### src/pkg/bgat_pkg.sv
/*
 shared constants and types of the burst gate and auxiliary timing block.
 assumes every length is counted in bits at one bit per clock.
*/
`default_nettype none

package bgat_pkg;
	localparam int CW = 38;
	typedef logic [CW-1:0] bgat_cnt_t;

	typedef enum logic [1:0] {
		SRC_INT = 2'h0,
		SRC_EDGE = 2'h1,
		SRC_LEVEL = 2'h3
	} bgat_src_t;

	typedef enum logic [1:0] {
		SEQ_RESTART = 2'h0,
		SEQ_CONSEC = 2'h1,
		SEQ_CONT = 2'h3
	} bgat_seq_t;

	typedef enum logic [1:0] {
		AUX_OFF = 2'h0,
		AUX_DIV = 2'h1,
		AUX_SYNC = 2'h3,
		AUX_BURST2 = 2'h2
	} bgat_aux_t;

	// single-channel figures, shifted left by comb, by two when comb is 3; sync margins are picked per comb, DIV_MIN/DIV_MAX are not shifted
	localparam bgat_cnt_t WIN_MIN = 38'h00_0000_3200;
	localparam bgat_cnt_t WIN_MAX_INT = 38'h00_7FFF_FF00;
	localparam bgat_cnt_t WIN_MAX_EDGE = 38'h00_8000_0000;
	localparam bgat_cnt_t PER_MIN = 38'h00_0000_6400;
	localparam bgat_cnt_t PER_MAX = 38'h00_8000_0000;
	localparam bgat_cnt_t LEN_STEP = 38'h00_0000_0100;
	localparam bgat_cnt_t MARK_STEP = 38'h00_0000_0008;
	localparam bgat_cnt_t MARK_MARGIN = 38'h00_0000_0080;
	localparam bgat_cnt_t SYNC_STEP = 38'h00_0000_0008;
	localparam bgat_cnt_t SYNC_MARGIN_1 = 38'h00_0000_0087;
	localparam bgat_cnt_t SYNC_MARGIN_2 = 38'h00_0000_011F;
	localparam bgat_cnt_t SYNC_MARGIN_4 = 38'h00_0000_021F;
	localparam logic [9:0] DIV_MIN = 10'h004;
	localparam logic [9:0] DIV_MAX = 10'h200;
endpackage

`default_nettype wire

### src/logic/bgat_top.sv
/*
 burst gating of the bit-serial pattern, burst markers, gating output and
 auxiliary output functions, with the pattern FIFO in front of the gate.
 assumes inputs synchronous to clock and settings held steady while used.
*/
`default_nettype none

module bgat_fifo #(
	parameter int W = 1,
	parameter int DEPTH = 32
) (
	input wire logic clock,
	input wire logic reset,
	input wire logic flush,
	input wire logic in_valid,
	output logic in_ready,
	input wire logic [W-1:0] in_data,
	output logic out_valid,
	input wire logic out_ready,
	output logic [W-1:0] out_data
);
	localparam int AW = $clog2(DEPTH);

	if (DEPTH < 2 || (2 ** AW) != DEPTH || W < 1)
	begin : g_chk
		$error("bgat_fifo needs a power-of-two depth and a width of one or more");
	end

	logic [W-1:0] mem [DEPTH];
	logic [AW:0] wr_reg;
	logic [AW:0] rd_reg;
	logic push;
	logic pop;

	assign in_ready = !((wr_reg[AW] != rd_reg[AW]) && (wr_reg[AW-1:0] == rd_reg[AW-1:0]));
	assign out_valid = wr_reg != rd_reg;
	assign out_data = mem[rd_reg[AW-1:0]];
	assign push = in_valid && in_ready;
	assign pop = out_valid && out_ready;

	always_ff @(posedge clock)
	begin
		if (reset || flush)
			wr_reg <= '0;
		else if (push)
			wr_reg <= wr_reg + 1'b1;
	end

	always_ff @(posedge clock)
	begin
		if (reset || flush)
			rd_reg <= '0;
		else if (pop)
			rd_reg <= rd_reg + 1'b1;
	end

	always_ff @(posedge clock)
	begin
		if (push)
			mem[wr_reg[AW-1:0]] <= in_data;
	end
endmodule

module bgat_top #(
	parameter int DATA_W = 1,
	parameter int FIFO_DEPTH = 32
) (
	input wire logic clock,
	input wire logic reset,
	input wire logic seq_burst,
	input wire bgat_pkg::bgat_src_t burst_src,
	input wire bgat_pkg::bgat_seq_t burst_seq,
	input wire logic [1:0] comb,
	input wire bgat_pkg::bgat_cnt_t win_len,
	input wire bgat_pkg::bgat_cnt_t per_len,
	input wire bgat_pkg::bgat_cnt_t mk_dly,
	input wire bgat_pkg::bgat_cnt_t mk_wid,
	input wire bgat_pkg::bgat_cnt_t mk2_dly,
	input wire bgat_pkg::bgat_cnt_t mk2_wid,
	input wire logic aux_in,
	input wire logic aux_route,
	input wire bgat_pkg::bgat_aux_t aux_mode,
	input wire logic [9:0] div_ratio,
	input wire bgat_pkg::bgat_cnt_t sync_per,
	input wire bgat_pkg::bgat_cnt_t sync_pos,
	input wire logic mixed,
	input wire logic [15:0] blk_no,
	input wire logic [15:0] row_no,
	input wire logic [15:0] row_len,
	input wire logic [15:0] row_cnt,
	input wire logic gate_en,
	input wire logic [DATA_W-1:0] pat_data,
	input wire logic pat_valid,
	output logic pat_ready,
	output logic pat_restart,
	output logic [DATA_W-1:0] data_out,
	output logic data_valid,
	output logic gate_out,
	output logic aux_out,
	output logic err_timing,
	output logic burst_active
);
	import bgat_pkg::*;

	if (DATA_W < 1)
	begin : g_chk
		$error("bgat_top needs a data width of one or more");
	end

	function automatic bgat_cnt_t scl(input bgat_cnt_t b, input logic [1:0] s);
		return b << s;
	endfunction

	function automatic bgat_cnt_t qnt(input bgat_cnt_t x, input bgat_cnt_t step);
		return x & ~(step - 1'b1);
	endfunction

	function automatic bgat_cnt_t clamp(input bgat_cnt_t x, input bgat_cnt_t lo,
		input bgat_cnt_t hi);
		return (x < lo) ? lo : ((x > hi) ? hi : x);
	endfunction

	function automatic logic in_win(input bgat_cnt_t p, input bgat_cnt_t d,
		input bgat_cnt_t w);
		return (p >= d) && ((p - d) < w);
	endfunction

	logic [1:0] sh;
	logic is_int;
	logic is_edge;
	logic is_lvl;
	bgat_cnt_t len_step;
	bgat_cnt_t win_q;
	bgat_cnt_t per_q;
	bgat_cnt_t mk_step;
	bgat_cnt_t mk_hi;
	bgat_cnt_t dly1_q;
	bgat_cnt_t wid1_q;
	bgat_cnt_t dly2_q;
	bgat_cnt_t wid2_q;
	logic gate_src;
	logic gate_q_reg;
	logic gate_prev_reg;
	logic rise;
	logic seen_reg;
	bgat_cnt_t bc_reg;
	bgat_cnt_t bc_next;
	bgat_cnt_t pos;
	logic started;
	logic start;
	logic active;
	logic marker1;
	logic marker2;
	logic flush;
	logic f_valid;
	logic f_pop;
	logic [DATA_W-1:0] f_data;
	logic deliver;
	logic mask;
	logic [DATA_W-1:0] data_out_reg;
	logic data_valid_reg;
	logic burst_active_reg;
	logic err_timing_reg;
	bgat_cnt_t pp_reg;
	logic pp_wrap;
	bgat_cnt_t sync_margin;
	bgat_cnt_t sync_sp;
	bgat_cnt_t psync_q;
	logic sync_hit;
	logic [9:0] div_q;
	logic [8:0] dc_reg;
	logic divclk_reg;
	bgat_aux_t aux_mode_reg;
	logic aux_out_reg;
	logic gate_out_reg;

	assign sh = (comb == 2'h3) ? 2'h2 : comb;
	assign is_edge = burst_src == SRC_EDGE;
	assign is_lvl = burst_src == SRC_LEVEL;
	assign is_int = !is_edge && !is_lvl;

	// lengths are forced onto the legal grid so the counters never see odd values
	assign len_step = scl(LEN_STEP, sh);
	assign win_q = clamp(qnt(win_len, len_step), scl(WIN_MIN, sh),
		is_int ? scl(WIN_MAX_INT, sh) : scl(WIN_MAX_EDGE, sh));
	assign per_q = clamp(qnt(per_len, len_step), scl(PER_MIN, sh), scl(PER_MAX, sh));
	assign mk_step = scl(MARK_STEP, sh);
	assign mk_hi = is_int ? per_q - scl(MARK_MARGIN, sh) : '1;
	assign dly1_q = clamp(qnt(mk_dly, mk_step), '0, mk_hi);
	assign wid1_q = clamp(qnt(mk_wid, mk_step), '0, mk_hi);
	assign dly2_q = clamp(qnt(mk2_dly, mk_step), '0, mk_hi);
	assign wid2_q = clamp(qnt(mk2_wid, mk_step), '0, mk_hi);

	// the gate only reaches the burst logic in external burst operation
	assign gate_src = aux_route && seq_burst && !is_int && aux_in;

	always_ff @(posedge clock)
	begin
		if (reset)
			err_timing_reg <= 1'b0;
		else
			err_timing_reg <= !aux_route && aux_in;
	end

	always_ff @(posedge clock)
	begin
		if (reset)
		begin
			gate_q_reg <= 1'b0;
			gate_prev_reg <= 1'b0;
		end
		else
		begin
			gate_q_reg <= gate_src;
			gate_prev_reg <= gate_q_reg;
		end
	end

	assign rise = gate_q_reg && !gate_prev_reg;
	assign pos = (!is_int && rise) ? '0 : bc_reg;

	always_comb
	begin
		if (is_int)
			bc_next = (bc_reg >= per_q - 1'b1) ? '0 : bc_reg + 1'b1;
		else
			bc_next = (&pos) ? pos : pos + 1'b1;
	end

	always_ff @(posedge clock)
	begin
		if (reset)
			bc_reg <= '0;
		else
			bc_reg <= bc_next;
	end

	always_ff @(posedge clock)
	begin
		if (reset || is_int || !seq_burst)
			seen_reg <= 1'b0;
		else if (rise)
			seen_reg <= 1'b1;
	end

	assign started = is_int || seen_reg || rise;
	assign start = seq_burst && (is_int ? (bc_reg == '0) : rise);

	always_comb
	begin
		if (!seq_burst)
			active = 1'b0;
		else if (is_lvl)
			active = gate_q_reg;
		else
			active = started && (pos < win_q);
	end

	assign marker1 = seq_burst && started && in_win(pos, dly1_q, wid1_q);
	assign marker2 = seq_burst && started && in_win(pos, dly2_q, wid2_q);

	assign flush = start && (burst_seq == SEQ_RESTART);
	assign pat_restart = flush;

	always_comb
	begin
		if (!seq_burst || burst_seq == SEQ_CONT)
			f_pop = 1'b1;
		else if (flush)
			f_pop = 1'b0;
		else
			f_pop = active;
	end

	bgat_fifo #(
		.W(DATA_W),
		.DEPTH(FIFO_DEPTH)
	) u_fifo (
		.clock(clock),
		.reset(reset),
		.flush(flush),
		.in_valid(pat_valid),
		.in_ready(pat_ready),
		.in_data(pat_data),
		.out_valid(f_valid),
		.out_ready(f_pop),
		.out_data(f_data)
	);

	assign deliver = f_pop && f_valid;
	assign mask = seq_burst && !active;

	always_ff @(posedge clock)
	begin
		if (reset)
		begin
			data_out_reg <= '0;
			data_valid_reg <= 1'b0;
			burst_active_reg <= 1'b0;
		end
		else
		begin
			data_out_reg <= (deliver && !mask) ? f_data : '0;
			data_valid_reg <= deliver;
			burst_active_reg <= active;
		end
	end

	// pattern position within the marker period
	assign pp_wrap = deliver && (pp_reg >= sync_per - 1'b1);

	always_ff @(posedge clock)
	begin
		if (reset || flush)
			pp_reg <= '0;
		else if (pp_wrap)
			pp_reg <= '0;
		else if (deliver)
			pp_reg <= pp_reg + 1'b1;
	end

	assign sync_margin = (sh == 2'h0) ? SYNC_MARGIN_1 :
		((sh == 2'h1) ? SYNC_MARGIN_2 : SYNC_MARGIN_4);
	assign sync_sp = (sync_pos == '0) ? bgat_cnt_t'(1) : sync_pos;

	always_comb
	begin
		if (mixed)
			psync_q = CW'(blk_no == 16'h0000 ? 16'h0000 : blk_no - 16'h0001) * CW'(row_cnt)
				* CW'(row_len) + CW'(row_no == 16'h0000 ? 16'h0000 : row_no - 16'h0001)
				* CW'(row_len) + 1'b1;
		else
			psync_q = clamp(qnt(sync_sp - 1'b1, scl(SYNC_STEP, sh)) + 1'b1,
				bgat_cnt_t'(1), sync_per - sync_margin);
	end

	assign sync_hit = deliver && (pp_reg == psync_q - 1'b1);

	assign div_q = (div_ratio < DIV_MIN) ? DIV_MIN :
		((div_ratio > DIV_MAX) ? DIV_MAX : (div_ratio & 10'h3FE));

	// divider restarts with the pattern so its phase tracks the data
	always_ff @(posedge clock)
	begin
		if (reset || flush)
		begin
			dc_reg <= '0;
			divclk_reg <= 1'b0;
		end
		else if (dc_reg >= div_q[9:1] - 1'b1)
		begin
			dc_reg <= '0;
			divclk_reg <= !divclk_reg;
		end
		else
			dc_reg <= dc_reg + 1'b1;
	end

	always_ff @(posedge clock)
	begin
		if (reset)
			aux_mode_reg <= AUX_OFF;
		else if (pp_wrap || flush || aux_mode_reg == AUX_OFF)
			aux_mode_reg <= aux_mode;
	end

	always_ff @(posedge clock)
	begin
		if (reset)
			aux_out_reg <= 1'b0;
		else
			unique case (aux_mode_reg)
				AUX_OFF: aux_out_reg <= 1'b0;
				AUX_DIV: aux_out_reg <= divclk_reg;
				AUX_SYNC: aux_out_reg <= sync_hit;
				AUX_BURST2: aux_out_reg <= marker2;
			endcase
	end

	always_ff @(posedge clock)
	begin
		if (reset)
			gate_out_reg <= 1'b0;
		else
			gate_out_reg <= gate_en && (seq_burst ? marker1 : sync_hit);
	end

	assign data_out = data_out_reg;
	assign data_valid = data_valid_reg;
	assign burst_active = burst_active_reg;
	assign err_timing = err_timing_reg;
	assign aux_out = aux_out_reg;
	assign gate_out = gate_out_reg;
endmodule

`default_nettype wire

### config.mk
export PLATFORM = sky130hd
export DESIGN_NAME = bgat_top
export DESIGN_NICKNAME = d
export VERILOG_FILES = /design/src/pkg/bgat_pkg.sv /design/src/logic/bgat_top.sv
export SDC_FILE = /design/constraint.sdc
export NUM_CORES = 2
export LEC_CHECK = 0
export BUFFER_PORTS_ARGS = -buffer_cell sky130_fd_sc_hd__buf_2
export CAP_MARGIN = 20
export CORE_MARGIN = 5
export CORE_UTILIZATION = 40
export CTS_CLUSTER_DIAMETER = 150
export DETAILED_ROUTE_END_ITERATION = 8
export GPL_ROUTABILITY_DRIVEN = 0
export PLACE_DENSITY = 0.56
export SYNTH_ARGS = -nofsm -noshare
export SYNTH_HDL_FRONTEND = slang
export SYNTH_HIERARCHICAL = 1
export SYNTH_SLANG_ARGS = --single-unit
### constraint.sdc
create_clock -name clock -period 17.1 [get_ports clock]
set_input_delay 0.855 -clock clock [delete_from_list [all_inputs] [get_ports clock]]
set_output_delay 0.855 -clock clock [all_outputs]
set_load 0.01 [all_outputs]
==> results.json <==
{
  "status": "finished clean",
  "period_needed_ps": 16390,
  "synth-seq-cells": 146,
  "min_path_cells": 1,
  "grt-busiest-layer": "met2",
  "grt_pass1_vias": 56300,
  "max_stage_delay_ps": 660,
  "clk_latency_ps": 480,
  "arrival_ps": 16800,
  "boundaryPins": 403,
  "synthFlopType": "dfxtp_1",
  "grt_use_total_pct": 24.38,
  "cp_slowest_cell": "or4b_2",
  "grt_antenna_before_repair": 16,
  "fin_tns_setup_ps": 0,
  "min_period_over_period_pct": 95.85,
  "final_cell_mix": "fa_1, inv_1, nand2_1",
  "grt_util_met1_pct": 31.51,
  "slew_violations": 0,
  "rows": 146,
  "drtIter0Drc": 3584,
  "crit_type": "in -> reg",
  "yosysTopAreaCellShare_pct": 33.04,
  "die_w_um": 408.8,
  "max_freq_ghz": 0.06101,
  "core_area_sq_mm": 0.1582,
  "area_growth_pct": 7.764,
  "cts_hold_buffers": 0,
  "routed_wl_um": 203500,
  "synth_cell_type_count": 105,
  "grt_use_met3_pct": 2.937,
  "synth_area_leaders": "fa_1, ha_1, and2_1",
  "initial_core_util_pct": 40.22,
  "drt-pass1-iter-count": 6,
  "dieArea_sq_mm": 0.1671,
  "grt_pass1_wl_um": 322100,
  "cpMostUsedCell": "fa_1",
  "holdCritPathClass": "reg -> reg",
  "path_clk_slew_ps": 80,
  "seq_area_frac_synth_pct": 5.097,
  "end_kind": "flop",
  "grtUsageMet2_pct": 42.58,
  "final-setup-viol-count": 0,
  "vias": 53820,
  "hold_viol": 0,
  "cts_root_buf": "clkbuf_16",
  "synth_edf_count": 32,
  "vias_per_cell": 5.514,
  "rr_worst_depth": 32,
  "required_ps": 17510,
  "post_drt_wl_per_cell_um": 20.85,
  "yosysTopAreaCell": "fa_1",
  "r2r_end": "aux_out",
  "whs_ps": 509.6,
  "ant_nets": 0,
  "skew_ps": 21.77,
  "final_common_cell": "fa_1",
  "cts_max_level": 4,
  "path_delay_family": "adder cells",
  "overflow": 0,
  "slew_headroom_pct": 26.78,
  "netlist_instances": 7518,
  "clock_path_buffers": 2,
  "cts_tree": "done",
  "drc": 0,
  "maxCapViolCount": 0,
  "path_max_fanout": 13,
  "syn_area_per_cell_sq_um": 8.463,
  "path_buf_inv": 10,
  "syn_area_sq_mm": 0.06362,
  "yosysWarnings": 6,
  "hold_end": "dc_reg[0]",
  "portBuffers": 374,
  "cts.sinks": 146,
  "nets": 9791,
  "async_flop_share_pct": 0,
  "worstMarginPinSlew_ps": 1098,
  "dp.final_hpwl_um": 172700,
  "start_kind": "input pin",
  "grt_max_degree": 54,
  "min-delay-start": "dc_reg[0]",
  "dieHeight_um": 408.8,
  "drive_above_1_share_pct": 8.603,
  "reg2reg_from": "gate_q_reg",
  "r2r_setup_slack_ps": 9700,
  "numCtsBuffers": 17
}
[area by class of cell]
cell class | count | area [sq um]
Antenna cell | 5 | 12.51
Clock inverter | 15 | 146.4
Timing Repair Buffer | 524 | 3048
Clock buffer | 17 | 425.4
Fill cell | 15970 | 89630
Inverter | 932 | 3498
Sequential cell | 146 | 3243
Multi-Input combinational cell | 6049 | 55600
Tap cell | 2072 | 2592
[through the flow]
stage | worst slack, ps | std cells | cell area (sq um) | util, %
floorplan | 725.8 | 7524 | 63650 | -
global placement | 46.25 | 9713 | 67770 | 42.84
detailed placement | -96.73 | 9714 | 67800 | 42.86
CTS | 371.8 | 9746 | 68370 | 43.22
global route | -118.7 | 9758 | 68560 | 43.34
finish | 710.1 | 9760 | 68560 | 43.34
[metal layers]
layer | vias to the layer above | wire, um
met5 | - | 53
met4 | 10 | 7606
met3 | 380 | 11250
met2 | 1620 | 99780
met1 | 26910 | 84810
li1 | 24900 | -
[how the worst max path moves through the flow]
stage	startpoint	end	slack (ps)	cells after the start
global placement	blk_no[3]	aux_out	50	54
finish	blk_no[3]	aux_out	710	55
global route	blk_no[5]	aux_out	-120	56
detailed placement	blk_no[3]	aux_out	-100	54
floorplan	blk_no[3]	aux_out	730	55
CTS	blk_no[3]	aux_out	370	54
[Yosys cell counts (69+ instances only)]
| cell type | count |
|---|---|
| nand4_1 | 113 |
| and2_1 | 688 |
| xnor2_1 | 266 |
| nand2b_1 | 69 |
| o21ai_0 | 229 |
| mux2i_1 | 124 |
| xor2_1 | 151 |
| a21o_1 | 157 |
| nor2_1 | 453 |
| ha_1 | 676 |
| clkbuf_1 | 372 |
| fa_1 | 1050 |
| a21oi_1 | 332 |
| nand2_1 | 688 |
| nor3_1 | 107 |
| dfxtp_1 | 114 |
| nand3_1 | 130 |
| inv_1 | 928 |
| nor2b_1 | 129 |
[logic make-up (layout without fill, tap and decap cells)]
family	after synthesis	in the layout	share of synthesized area (%)
flip-flops	146	146	5.097
multiplexers	135	135	2.145
adder cells (fa/ha/maj)	1726	1726	46.33
AND/OR/NAND/NOR	2669	2669	21.70
other	2	13	0.01180
AO/OA/AOI/OAI	1086	1086	10.86
XOR/XNOR	425	425	6.006
buffers and inverters	1329	1488	7.850
[what timing repair did]
item	4_1_cts	5_1_grt
resized for setup	0	22
endpoints found under the hold margin	0	0
buffers inserted	0	7
setup endpoints to repair	0	2
Power is left out: the tool's default activity adds up to more than one toggle a clock period on the data nets, which glitch-free logic cannot reach.
